## src/design/mcsf_pkg.sv

```systemverilog
// Package with build settings and carrier types of the multi-channel shared FIFO
package mcsf_pkg;
    // Build settings; each option is fixed at elaboration
    localparam int NUM_CH = 4;              // One of 1, 2, 4, 8, 16
    localparam int CH_W = (NUM_CH > 1) ? $clog2(NUM_CH) : 1;
    localparam int SYM_PER_BEAT = 4;        // 1 to 32
    localparam int BITS_PER_SYM = 8;        // 1 to 32
    localparam int DATA_W = SYM_PER_BEAT * BITS_PER_SYM;
    localparam int ERR_W = 1;               // 0 to 32, 0 means no error field
    localparam int EW = (ERR_W > 0) ? ERR_W : 1;
    localparam int AW = 4;                  // Segment address width, 1 to 32
    localparam int DEPTH = 2 ** AW;         // Per-channel segment depth
    localparam bit USE_PACKETS = 1'b1;
    localparam bit USE_FILL = 1'b1;
    localparam int NUM_AF = 2;              // Almost-full thresholds, 0 to 2
    localparam int NUM_AE = 2;              // Almost-empty thresholds, 0 to 2
    localparam bit PKT_BUF = 1'b1;
    localparam bit DROP_ERR = 1'b1;
    localparam bit USE_REQ = 1'b1;
    localparam int IN_FIFO_DEPTH = 8;
    // Word count that must be exceeded before a channel may deliver outside buffer mode
    localparam logic [AW:0] SECT_AVAIL = 5'h0_000;
    // Counter constants
    localparam logic [AW:0] CNT_ZERO = 5'h0_000;
    localparam logic [AW:0] CNT_ONE = 5'h0_001;
    localparam logic [AW:0] CNT_FULL = 5'h0_010;
    localparam logic [AW-1:0] PTR_ONE = 4'h0_001;
    localparam logic [CH_W-1:0] CH_ZERO = '0;
    localparam logic [CH_W-1:0] CH_ONE = 2'h0_001;

    // One stored beat
    typedef struct packed {
        logic [DATA_W-1:0] data;
        logic [EW-1:0] err;
        logic sop;
        logic eop;
    } mcsf_beat_t;

    // A beat with its channel, as carried by the input buffer
    typedef struct packed {
        logic [CH_W-1:0] ch;
        mcsf_beat_t beat;
    } mcsf_in_t;

    // Round-robin threshold status word
    typedef struct packed {
        logic valid;
        logic [CH_W-1:0] ch;
        logic [1:0] flags;
    } mcsf_stat_t;
endpackage

```

## src/design/mcsf_top.sv

```systemverilog
// Multi-channel shared-memory FIFO with input buffer, request port and status
`timescale 1ns/1ps

// Small valid/ready FIFO standing in front of the shared memory
module mcsf_fifo #(
    parameter int W = 8,
    parameter int D = 8
) (
    input wire logic ref_clk,
    input wire logic resetn,
    input wire logic [W-1:0] s_data,
    input wire logic s_valid,
    output logic s_ready,
    output logic [W-1:0] m_data,
    output logic m_valid,
    input wire logic m_ready
);
    localparam int PW = (D > 1) ? $clog2(D) : 1;
    localparam logic [PW:0] LVL_FULL = PW'(D) == '0 ? {1'b1, {PW{1'b0}}} : (PW+1)'(D);
    logic [W-1:0] mem_q [D];
    logic [PW-1:0] wr_q;
    logic [PW-1:0] rd_q;
    logic [PW:0] lvl_q;
    logic push;
    logic pop;
    logic ready_q;
    assign s_ready = ready_q;
    assign m_valid = (lvl_q != '0);
    assign m_data = mem_q[rd_q];
    assign push = s_valid && s_ready;
    assign pop = m_valid && m_ready;

    // Storage has no reset; only the pointers, level and ready need a defined value
    always_ff @(posedge ref_clk) begin
        if (push) begin
            mem_q[wr_q] <= s_data;
        end
    end

    // Pointers wrap at the depth, which need not be a power of two
    always_ff @(posedge ref_clk) begin
        if (!resetn) begin
            wr_q <= '0;
            rd_q <= '0;
            lvl_q <= '0;
            ready_q <= 1'b1;
        end else begin
            if (push) begin
                wr_q <= (wr_q == PW'(D - 1)) ? '0 : wr_q + PW'(1);
            end
            if (pop) begin
                rd_q <= (rd_q == PW'(D - 1)) ? '0 : rd_q + PW'(1);
            end
            lvl_q <= lvl_q + (PW+1)'(push) - (PW+1)'(pop);
            ready_q <= (lvl_q + (PW+1)'(push) - (PW+1)'(pop)) != LVL_FULL; // Ready is a flop
        end
    end
endmodule // mcsf_fifo

module mcsf_top (
    input wire logic ref_clk,
    input wire logic resetn,
    // Streaming sink
    input wire logic in_valid,
    output logic in_ready,
    input wire logic [mcsf_pkg::DATA_W-1:0] in_data,
    input wire logic [mcsf_pkg::CH_W-1:0] in_channel,
    input wire logic [mcsf_pkg::EW-1:0] in_error,
    input wire logic in_sop,
    input wire logic in_eop,
    // Request port
    input wire logic req_write,
    input wire logic [mcsf_pkg::CH_W-1:0] req_address,
    output logic req_busy,
    output logic req_nodata,
    // Streaming source
    output logic out_valid,
    input wire logic out_ready,
    output logic [mcsf_pkg::DATA_W-1:0] out_data,
    output logic [mcsf_pkg::CH_W-1:0] out_channel,
    output logic [mcsf_pkg::EW-1:0] out_error,
    output logic out_sop,
    output logic out_eop,
    // Thresholds, shared by all channels
    input wire logic [mcsf_pkg::AW:0] thr_full1,
    input wire logic [mcsf_pkg::AW:0] thr_full2,
    input wire logic [mcsf_pkg::AW:0] thr_empty1,
    input wire logic [mcsf_pkg::AW:0] thr_empty2,
    // Round-robin status sources
    output logic af_valid,
    output logic [mcsf_pkg::CH_W-1:0] af_channel,
    output logic [1:0] af_data,
    output logic ae_valid,
    output logic [mcsf_pkg::CH_W-1:0] ae_channel,
    output logic [1:0] ae_data,
    // Fill-level readout, one cycle latency
    input wire logic [mcsf_pkg::CH_W-1:0] fill_channel,
    output logic [mcsf_pkg::AW:0] fill_level
);
    localparam int NUM_CH = mcsf_pkg::NUM_CH;
    localparam int CH_W = mcsf_pkg::CH_W;
    localparam int AW = mcsf_pkg::AW;
    localparam int IDX_W = CH_W + AW;
    localparam int IN_W = $bits(mcsf_pkg::mcsf_in_t);
    localparam bit PKT_ON = mcsf_pkg::USE_PACKETS;
    localparam bit BUF_ON = mcsf_pkg::USE_PACKETS && mcsf_pkg::PKT_BUF;
    localparam bit DROP_ON = BUF_ON && mcsf_pkg::DROP_ERR;
    localparam logic [mcsf_pkg::EW-1:0] ERR_MASK = (mcsf_pkg::ERR_W > 0) ? '1 : '0;

    // Delivery is allowed from committed words in buffer mode, else from the section
    function automatic logic chan_ready(input logic [AW:0] cnt, input logic [AW:0] com);
        if (BUF_ON) begin
            return com != mcsf_pkg::CNT_ZERO;
        end
        return cnt > mcsf_pkg::SECT_AVAIL;
    endfunction
    // Shared memory address of a channel's slot
    function automatic logic [IDX_W-1:0] seg_idx(input logic [CH_W-1:0] ch,
                                                  input logic [AW-1:0] ptr);
        return {ch, ptr};
    endfunction

    mcsf_pkg::mcsf_in_t in_word;
    mcsf_pkg::mcsf_in_t buf_word;
    logic buf_valid;
    logic buf_ready;
    mcsf_pkg::mcsf_beat_t mem_q [NUM_CH * mcsf_pkg::DEPTH];
    logic [AW:0] cnt_q [NUM_CH];
    logic [AW:0] cnt_d [NUM_CH];
    logic [AW:0] com_q [NUM_CH];
    logic [AW:0] com_d [NUM_CH];
    logic [AW:0] plen_q [NUM_CH];
    logic [AW:0] plen_d [NUM_CH];
    logic perr_q [NUM_CH];
    logic perr_d [NUM_CH];
    logic [AW-1:0] wptr_q [NUM_CH];
    logic [AW-1:0] wptr_d [NUM_CH];
    logic [AW-1:0] rptr_q [NUM_CH];
    logic [AW-1:0] rptr_d [NUM_CH];
    logic [CH_W-1:0] wch;
    logic wr_fire;
    logic beat_err;
    logic [CH_W-1:0] rch;
    logic rq_go;
    logic accept;
    logic hit;
    logic st1_v_q;
    logic st1_hit_q;
    logic [CH_W-1:0] st1_ch_q;
    logic [IDX_W-1:0] st1_idx_q;
    logic st2_v_q;
    logic st2_hit_q;
    logic [CH_W-1:0] st2_ch_q;
    mcsf_pkg::mcsf_beat_t st2_beat_q;
    logic [CH_W-1:0] rr_q;
    mcsf_pkg::mcsf_stat_t af_q;
    mcsf_pkg::mcsf_stat_t ae_q;

    // Incoming beats pass the buffer first; its ready is the sink's ready
    always_comb begin
        in_word.ch = (NUM_CH > 1) ? in_channel : mcsf_pkg::CH_ZERO;
        in_word.beat.data = in_data;
        in_word.beat.err = in_error & ERR_MASK;
        in_word.beat.sop = PKT_ON && in_sop;
        in_word.beat.eop = PKT_ON && in_eop;
    end

    mcsf_fifo #(
        .W(IN_W),
        .D(mcsf_pkg::IN_FIFO_DEPTH)
    ) u_in_fifo (
        .ref_clk(ref_clk),
        .resetn(resetn),
        .s_data(in_word),
        .s_valid(in_valid),
        .s_ready(in_ready),
        .m_data(buf_word),
        .m_valid(buf_valid),
        .m_ready(buf_ready)
    );
    // A full segment stalls the buffer, which in turn stalls the sink
    assign wch = buf_word.ch;
    assign buf_ready = (cnt_q[wch] != mcsf_pkg::CNT_FULL);
    assign wr_fire = buf_valid && buf_ready;
    assign beat_err = (buf_word.beat.err != '0);
    // Without the request port the output behaves as a standing channel-0 request
    assign rch = mcsf_pkg::USE_REQ ? req_address : mcsf_pkg::CH_ZERO;
    assign rq_go = mcsf_pkg::USE_REQ ? req_write : 1'b1;
    assign accept = rq_go && !req_busy;
    assign hit = chan_ready(cnt_q[rch], com_q[rch]);
    // Next pointers and counts; a drop rewinds the write side by the packet length
    always_comb begin
        cnt_d = cnt_q;
        com_d = com_q;
        plen_d = plen_q;
        perr_d = perr_q;
        wptr_d = wptr_q;
        rptr_d = rptr_q;
        if (accept && hit) begin
            rptr_d[rch] = rptr_q[rch] + mcsf_pkg::PTR_ONE;
            cnt_d[rch] = cnt_d[rch] - mcsf_pkg::CNT_ONE;
            if (BUF_ON) begin
                com_d[rch] = com_q[rch] - mcsf_pkg::CNT_ONE;
            end
        end
        if (wr_fire) begin
            wptr_d[wch] = wptr_q[wch] + mcsf_pkg::PTR_ONE;
            cnt_d[wch] = cnt_d[wch] + mcsf_pkg::CNT_ONE;
            if (BUF_ON) begin
                if (!buf_word.beat.eop) begin
                    plen_d[wch] = plen_q[wch] + mcsf_pkg::CNT_ONE;
                    perr_d[wch] = perr_q[wch] || beat_err;
                end else if (DROP_ON && (perr_q[wch] || beat_err)) begin
                    // Uncommitted words are never read, so rewinding is safe
                    wptr_d[wch] = wptr_q[wch] - plen_q[wch][AW-1:0];
                    cnt_d[wch] = cnt_d[wch] - plen_q[wch] - mcsf_pkg::CNT_ONE;
                    plen_d[wch] = mcsf_pkg::CNT_ZERO;
                    perr_d[wch] = 1'b0;
                end else begin
                    com_d[wch] = com_d[wch] + plen_q[wch] + mcsf_pkg::CNT_ONE;
                    plen_d[wch] = mcsf_pkg::CNT_ZERO;
                    perr_d[wch] = 1'b0;
                end
            end
        end
    end
    // Per-channel bookkeeping registers
    always_ff @(posedge ref_clk) begin
        if (!resetn) begin
            for (int c = 0; c < NUM_CH; c++) begin
                cnt_q[c] <= mcsf_pkg::CNT_ZERO;
                com_q[c] <= mcsf_pkg::CNT_ZERO;
                plen_q[c] <= mcsf_pkg::CNT_ZERO;
                perr_q[c] <= 1'b0;
                wptr_q[c] <= '0;
                rptr_q[c] <= '0;
            end
        end else begin
            cnt_q <= cnt_d;
            com_q <= com_d;
            plen_q <= plen_d;
            perr_q <= perr_d;
            wptr_q <= wptr_d;
            rptr_q <= rptr_d;
        end
    end
    // Shared memory: one write port from the buffer, one registered read port
    always_ff @(posedge ref_clk) begin
        if (wr_fire) begin
            mem_q[seg_idx(wch, wptr_q[wch])] <= buf_word.beat;
        end
        st2_beat_q <= mem_q[st1_idx_q];
    end
    // Request pipeline: taken, read, presented on the third edge; only flags need reset
    always_ff @(posedge ref_clk) begin
        if (!resetn) begin
            st1_v_q <= 1'b0;
            st1_hit_q <= 1'b0;
            st2_v_q <= 1'b0;
            st2_hit_q <= 1'b0;
        end else begin
            st1_v_q <= accept;
            st1_hit_q <= hit;
            st1_ch_q <= rch;
            st1_idx_q <= seg_idx(rch, rptr_q[rch]);
            st2_v_q <= st1_v_q;
            st2_hit_q <= st1_hit_q;
            st2_ch_q <= st1_ch_q;
        end
    end
    // Source registers hold a word until it is taken; a miss leaves valid low
    always_ff @(posedge ref_clk) begin
        if (!resetn) begin
            out_valid <= 1'b0;
            out_data <= '0;
            out_channel <= mcsf_pkg::CH_ZERO;
            out_error <= '0;
            out_sop <= 1'b0;
            out_eop <= 1'b0;
            req_nodata <= 1'b0;
        end else begin
            req_nodata <= st2_v_q && !st2_hit_q;
            if (st2_v_q && st2_hit_q) begin
                out_valid <= 1'b1;
                out_data <= st2_beat_q.data;
                out_channel <= st2_ch_q;
                out_error <= st2_beat_q.err;
                out_sop <= st2_beat_q.sop;
                out_eop <= st2_beat_q.eop;
            end else if (out_ready) begin
                out_valid <= 1'b0;
            end
        end
    end
    // Only one request may be outstanding; busy ends when its answer is done
    always_ff @(posedge ref_clk) begin
        if (!resetn) begin
            req_busy <= 1'b0;
        end else if (accept) begin
            req_busy <= 1'b1;
        end else if ((out_valid && out_ready) || (st2_v_q && !st2_hit_q)) begin
            req_busy <= 1'b0;
        end
    end
    // Status scan visits one channel per cycle in rising order
    always_ff @(posedge ref_clk) begin
        if (!resetn) begin
            rr_q <= mcsf_pkg::CH_ZERO;
        end else if (rr_q == CH_W'(NUM_CH - 1)) begin
            rr_q <= mcsf_pkg::CH_ZERO;
        end else begin
            rr_q <= rr_q + mcsf_pkg::CH_ONE;
        end
    end

    // Flag 0 is the near-full/near-empty mark, flag 1 the earlier warning
    always_ff @(posedge ref_clk) begin
        if (!resetn) begin
            af_q <= '0;
            ae_q <= '0;
        end else begin
            af_q.valid <= (mcsf_pkg::NUM_AF > 0);
            af_q.ch <= rr_q;
            af_q.flags[0] <= (mcsf_pkg::NUM_AF >= 1) && (cnt_q[rr_q] >= thr_full1);
            af_q.flags[1] <= (mcsf_pkg::NUM_AF >= 2) && (cnt_q[rr_q] >= thr_full2);
            ae_q.valid <= (mcsf_pkg::NUM_AE > 0);
            ae_q.ch <= rr_q;
            ae_q.flags[0] <= (mcsf_pkg::NUM_AE >= 1) && (cnt_q[rr_q] <= thr_empty1);
            ae_q.flags[1] <= (mcsf_pkg::NUM_AE >= 2) && (cnt_q[rr_q] <= thr_empty2);
        end
    end

    assign af_valid = af_q.valid;
    assign af_channel = af_q.ch;
    assign af_data = af_q.flags;
    assign ae_valid = ae_q.valid;
    assign ae_channel = ae_q.ch;
    assign ae_data = ae_q.flags;

    // Level readout is a plain register, zero when the option is off
    always_ff @(posedge ref_clk) begin
        if (!resetn) begin
            fill_level <= mcsf_pkg::CNT_ZERO;
        end else begin
            fill_level <= mcsf_pkg::USE_FILL ? cnt_q[fill_channel] : mcsf_pkg::CNT_ZERO;
        end
    end
endmodule // mcsf_top

```

## config.mk

```make
export PLATFORM = sky130hd
export DESIGN_NAME = mcsf_top
export DESIGN_NICKNAME = d
export VERILOG_FILES = /design/src/design/mcsf_pkg.sv /design/src/design/mcsf_top.sv
export SDC_FILE = /design/constraint.sdc
export NUM_CORES = 2
export LEC_CHECK = 0
export ABC_AREA = 1
export BUFFER_PORTS_ARGS = -buffer_cell sky130_fd_sc_hd__buf_2
export CAP_MARGIN = 10
export CORE_UTILIZATION = 60
export DETAILED_ROUTE_END_ITERATION = 8
export PLACE_DENSITY = 0.76
export SLEW_MARGIN = 20
export SYNTH_ARGS = -nofsm -noshare
export SYNTH_HDL_FRONTEND = slang
export SYNTH_SLANG_ARGS = --single-unit
```

## constraint.sdc

```tcl
create_clock -name ref_clk -period 5.3 [get_ports ref_clk]
set_input_delay 0.265 -clock ref_clk [delete_from_list [all_inputs] [get_ports ref_clk]]
set_output_delay 0.265 -clock ref_clk [all_outputs]
set_load 0.05 [all_outputs]
```

==> flow_summary.yaml <==
run_status:
  outcome: "finished, final reports clean"
global_route:
  grt_pass1_wl_um: 452000
  first_global_vias: 71215
  gr-usage-all-layers_pct: 33.6
  gr-total-overflow: 0
  antenna_found_initial: 22
  grt_max_degree: 212
power_and_ir_drop:
  power.share.clock_pct: 28.2
  seqPwrFrac_pct: 44.2
  cellPowerDensity_mw_per_mm2: 559
  power_switching_mw: 23.5
  p_sw_share_pct: 34.2
  finalPower_mw: 68.6
  p_leak_nw: 40.5
  irDropWorstVdd_mv: 0.454
  intPower_mw: 45.1
  combPwrFrac_pct: 27.7
detailed_routing:
  routed-wl-met2_um: 140000
  highest_layer: "met5"
  vias: 74800
  dr_wl_met3_um: 37500
  drtIter0Drc: 11693
  drc: 0
  wl_per_cell_um: 27.2
  viasPerCell: 6.58
  wl_um: 309000
  met1Wirelength_um: 112000
  ant_nets: 0
  dr.pass1.iters: 6
timing:
  relSlewSlack_pct: 14.2
  slew_viol_final: 0
  hold_slack_ns: 0.146
  final.setup.tns_ns: 0
  fmax_mhz: 208
  worst_slew_pin_slew_ns: 1.27
  hold_violations: 0
  finalCritPeriodShare_pct: 90.7
  setup_slack_ns: 0.494
  finalCriticalPeriod_ns: 4.81
  setup_violations: 0
  finClkSkew_ns: 0.0554
  rsz0062_at_grt: "false"
place:
  preCtsSetupSlack_ns: 0.473
  post_dp_cell_area_mm2: 0.113
  gp_congestion: 0.941
  hpwl_um: 177000
  io_buffers: 121
floorplan:
  die_w_um: 427
  die_h_um: 427
  core_area_mm2: 0.179
  fp-row-count: 155
  die-area_mm2: 0.182
  io_pins: 122
  start_util_pct: 60.6
clock_tree:
  clk_pin_slew_ns: 0.06
  post-cts-setup-buffers: 0
  cts.sinks: 2747
  clock_latency_ns: 0.94
  tritoncts: "yes"
  cts_max_path_buffers: 4
  cts_buffers: 286
  cts-root-buf: "clkbuf_16"
  h-tree-depth: 5
worst_setup_path:
  end_kind: "flop"
  cp-start-kind: "flop"
  crit_end: "mem_q[31][17]$_DFFE_PP_"
  r2r_cells: 15
  path_max_fanout: 19
  criticalPathCategory: "reg -> reg"
  r2r-end: "mem_q[31][17]$_DFFE_PP_"
  required_ns: 5.92
  regToRegSetupSlack_ns: 0.49
  arrival_ns: 5.43
synth:
  yosysTopAreaCell: "edfxtp_1"
  postSynthCellCount: 8694
  synth-xor-area-share_pct: 0.105
  synth.area.top_cells: "edfxtp_1 70%, o21ai_0 8.0%, nor2_1 6.9%"
  synthFlopType: "edfxtp_1"
  synth-edff-count: 2544
  synth_compound_area_share_pct: 13.7
  synth_top_family_by_area: "compound AO/OA/AOI/OAI gates"
  synth_mux_area_share_pct: 0.0369
  synth_fa_ha_area_share_pct: 0.616
  synth_area_per_cell_um2: 12.5
  synth_top_area_share_pct: 70.4
  ys_async_sr_fraction_pct: 0
  synth_area_mm2: 0.108
  syn_nets: 8811
  yosysWarnings: 0
  ys_types: 53
  synth-seq-cells: 2747
  yosysSeqAreaShare_pct: 74.2
  synth-simple-area-share_pct: 8.54
cells_and_area:
  final_common_cell: "edfxtp_1"
  nNetsFinal: 8923
  num-fill-cells: 11788
  area_growth_pct: 13.2
  layout_common_cells: "2544 x edfxtp_1, 1927 x nor2_1, 1725 x o21ai_0, 731 x o22ai_1, 294 x clkbuf_16"
  fin_area_mm2: 0.123
  layout-drive-gt1-share_pct: 10.2
run:
  cap_violations: 0
hold_path:
  hold_class: "in -> reg"
-- sequential cells by signal (all words and copies together), names as in the netlist, 5 cells and up, named ones only --
signal / cells
mem_q: 2240
u_in_fifo.mem_q: 296
st2_beat_q: 35
out_data: 32
cnt_q: 20
com_q: 20
plen_q: 20
rptr_q: 16
wptr_q: 16
fill_level: 5
-- power groups by stage --
stage | logic [mW] | clock network, mW | registers, mW
2_1_floorplan | 9.57 | 0 | 31.1
3_3_place_gp | 17.7 | 0 | 30.7
3_5_place_dp | 18.3 | 0 | 30.7
4_1_cts | 18.5 | 19.4 | 30.3
5_1_grt | 20.0 | 20.2 | 30.4
6_report | 19.0 | 19.3 | 30.3
-- area by class of cell --
type | instances | area, um^2 | share of cell area, %
diodes | 3 | 7.51 | 0.00611
flip-flops and latches | 2747 | 80500 | 65.5
repair buffers | 426 | 3830 | 3.12
clock buffers | 351 | 7620 | 6.20
clock inverters | 146 | 1240 | 1.01
well taps | 2355 | 2950 | 2.40
multi-input cells | 5168 | 26000 | 21.2
inverters | 177 | 693 | 0.564
-- worst min-delay path by stage --
stage                     slack [ns]                     end  cells past startpoint          startpoint
after floorplan                 0.29        ae_valid$_DFF_P_                      0              resetn
after global placement          0.41      st2_v_q$_SDFF_PN0_                      2  st1_v_q$_SDFF_PN0_
after detailed placement        0.42      st2_v_q$_SDFF_PN0_                      2  st1_v_q$_SDFF_PN0_
after CTS                       0.10  out_valid$_SDFFE_PN0P_                      5           out_ready
after global routing            0.16  out_valid$_SDFFE_PN0P_                      5           out_ready
final                           0.15  out_valid$_SDFFE_PN0P_                      5           out_ready
-- metrics by stage --
stage / cells / utilization, %
global route: 11370 / 68.6
finish: 11373 / 68.6
floorplan: 8694 / -
detailed placement: 10815 / 63.3
global placement: 10809 / 63.2
CTS: 11369 / 68.6
-- Yosys cell counts (all sizes together), types with 25 or more instances --
master / number
edfxtp: 2544
o22ai: 731
clkbuf: 544
a31oi: 37
o21ai: 1740
inv: 171
nand3: 64
nand4: 25
dfxtp: 203
a21oi: 115
o32ai: 43
buf: 58
nor2: 2005
ha: 47
nand2: 273
-- critical path, stage by stage, from the launching register on --
cell      delay [ns]
dfxtp_4         0.40
clkinv_2        0.14
o21ai_0         0.23
nand2_1         0.09
inv_1           0.09
nand2_1         0.07
o21ai_2         0.12
nand2_1         0.42
a41oi_1         0.34
nor3_1          0.11
o21ai_4         0.17
nand2_2         0.16
inv_2           0.32
nand2_1         0.68
nor2_4          0.87
buf_12          0.26
-- logic make-up after synthesis --
family	Yosys count
flip-flops	2747
XOR/XNOR	13
multiplexers	4
AND/OR/NAND/NOR	2385
adder cells (fa/ha/maj)	51
buffers and inverters	779
AO/OA/AOI/OAI	2715
-- what timing repair did --
| action | CTS | global route |
|---|---|---|
| gates resized for setup | 0 | 0 |
| hold buffers | 57 | 0 |
| hold endpoints to repair | 375 | 0 |
-- routing by layer --
| metal | vias to the layer above | track usage (%) |
|---|---|---|
| li1 | 32297 | - |
| met1 | 36339 | 45.9 |
| met2 | 5286 | 50.8 |
| met3 | 864 | 6.83 |
| met4 | 14 | 18.8 |
| met5 | - | 0 |
(Power assumes the default switching activity.)
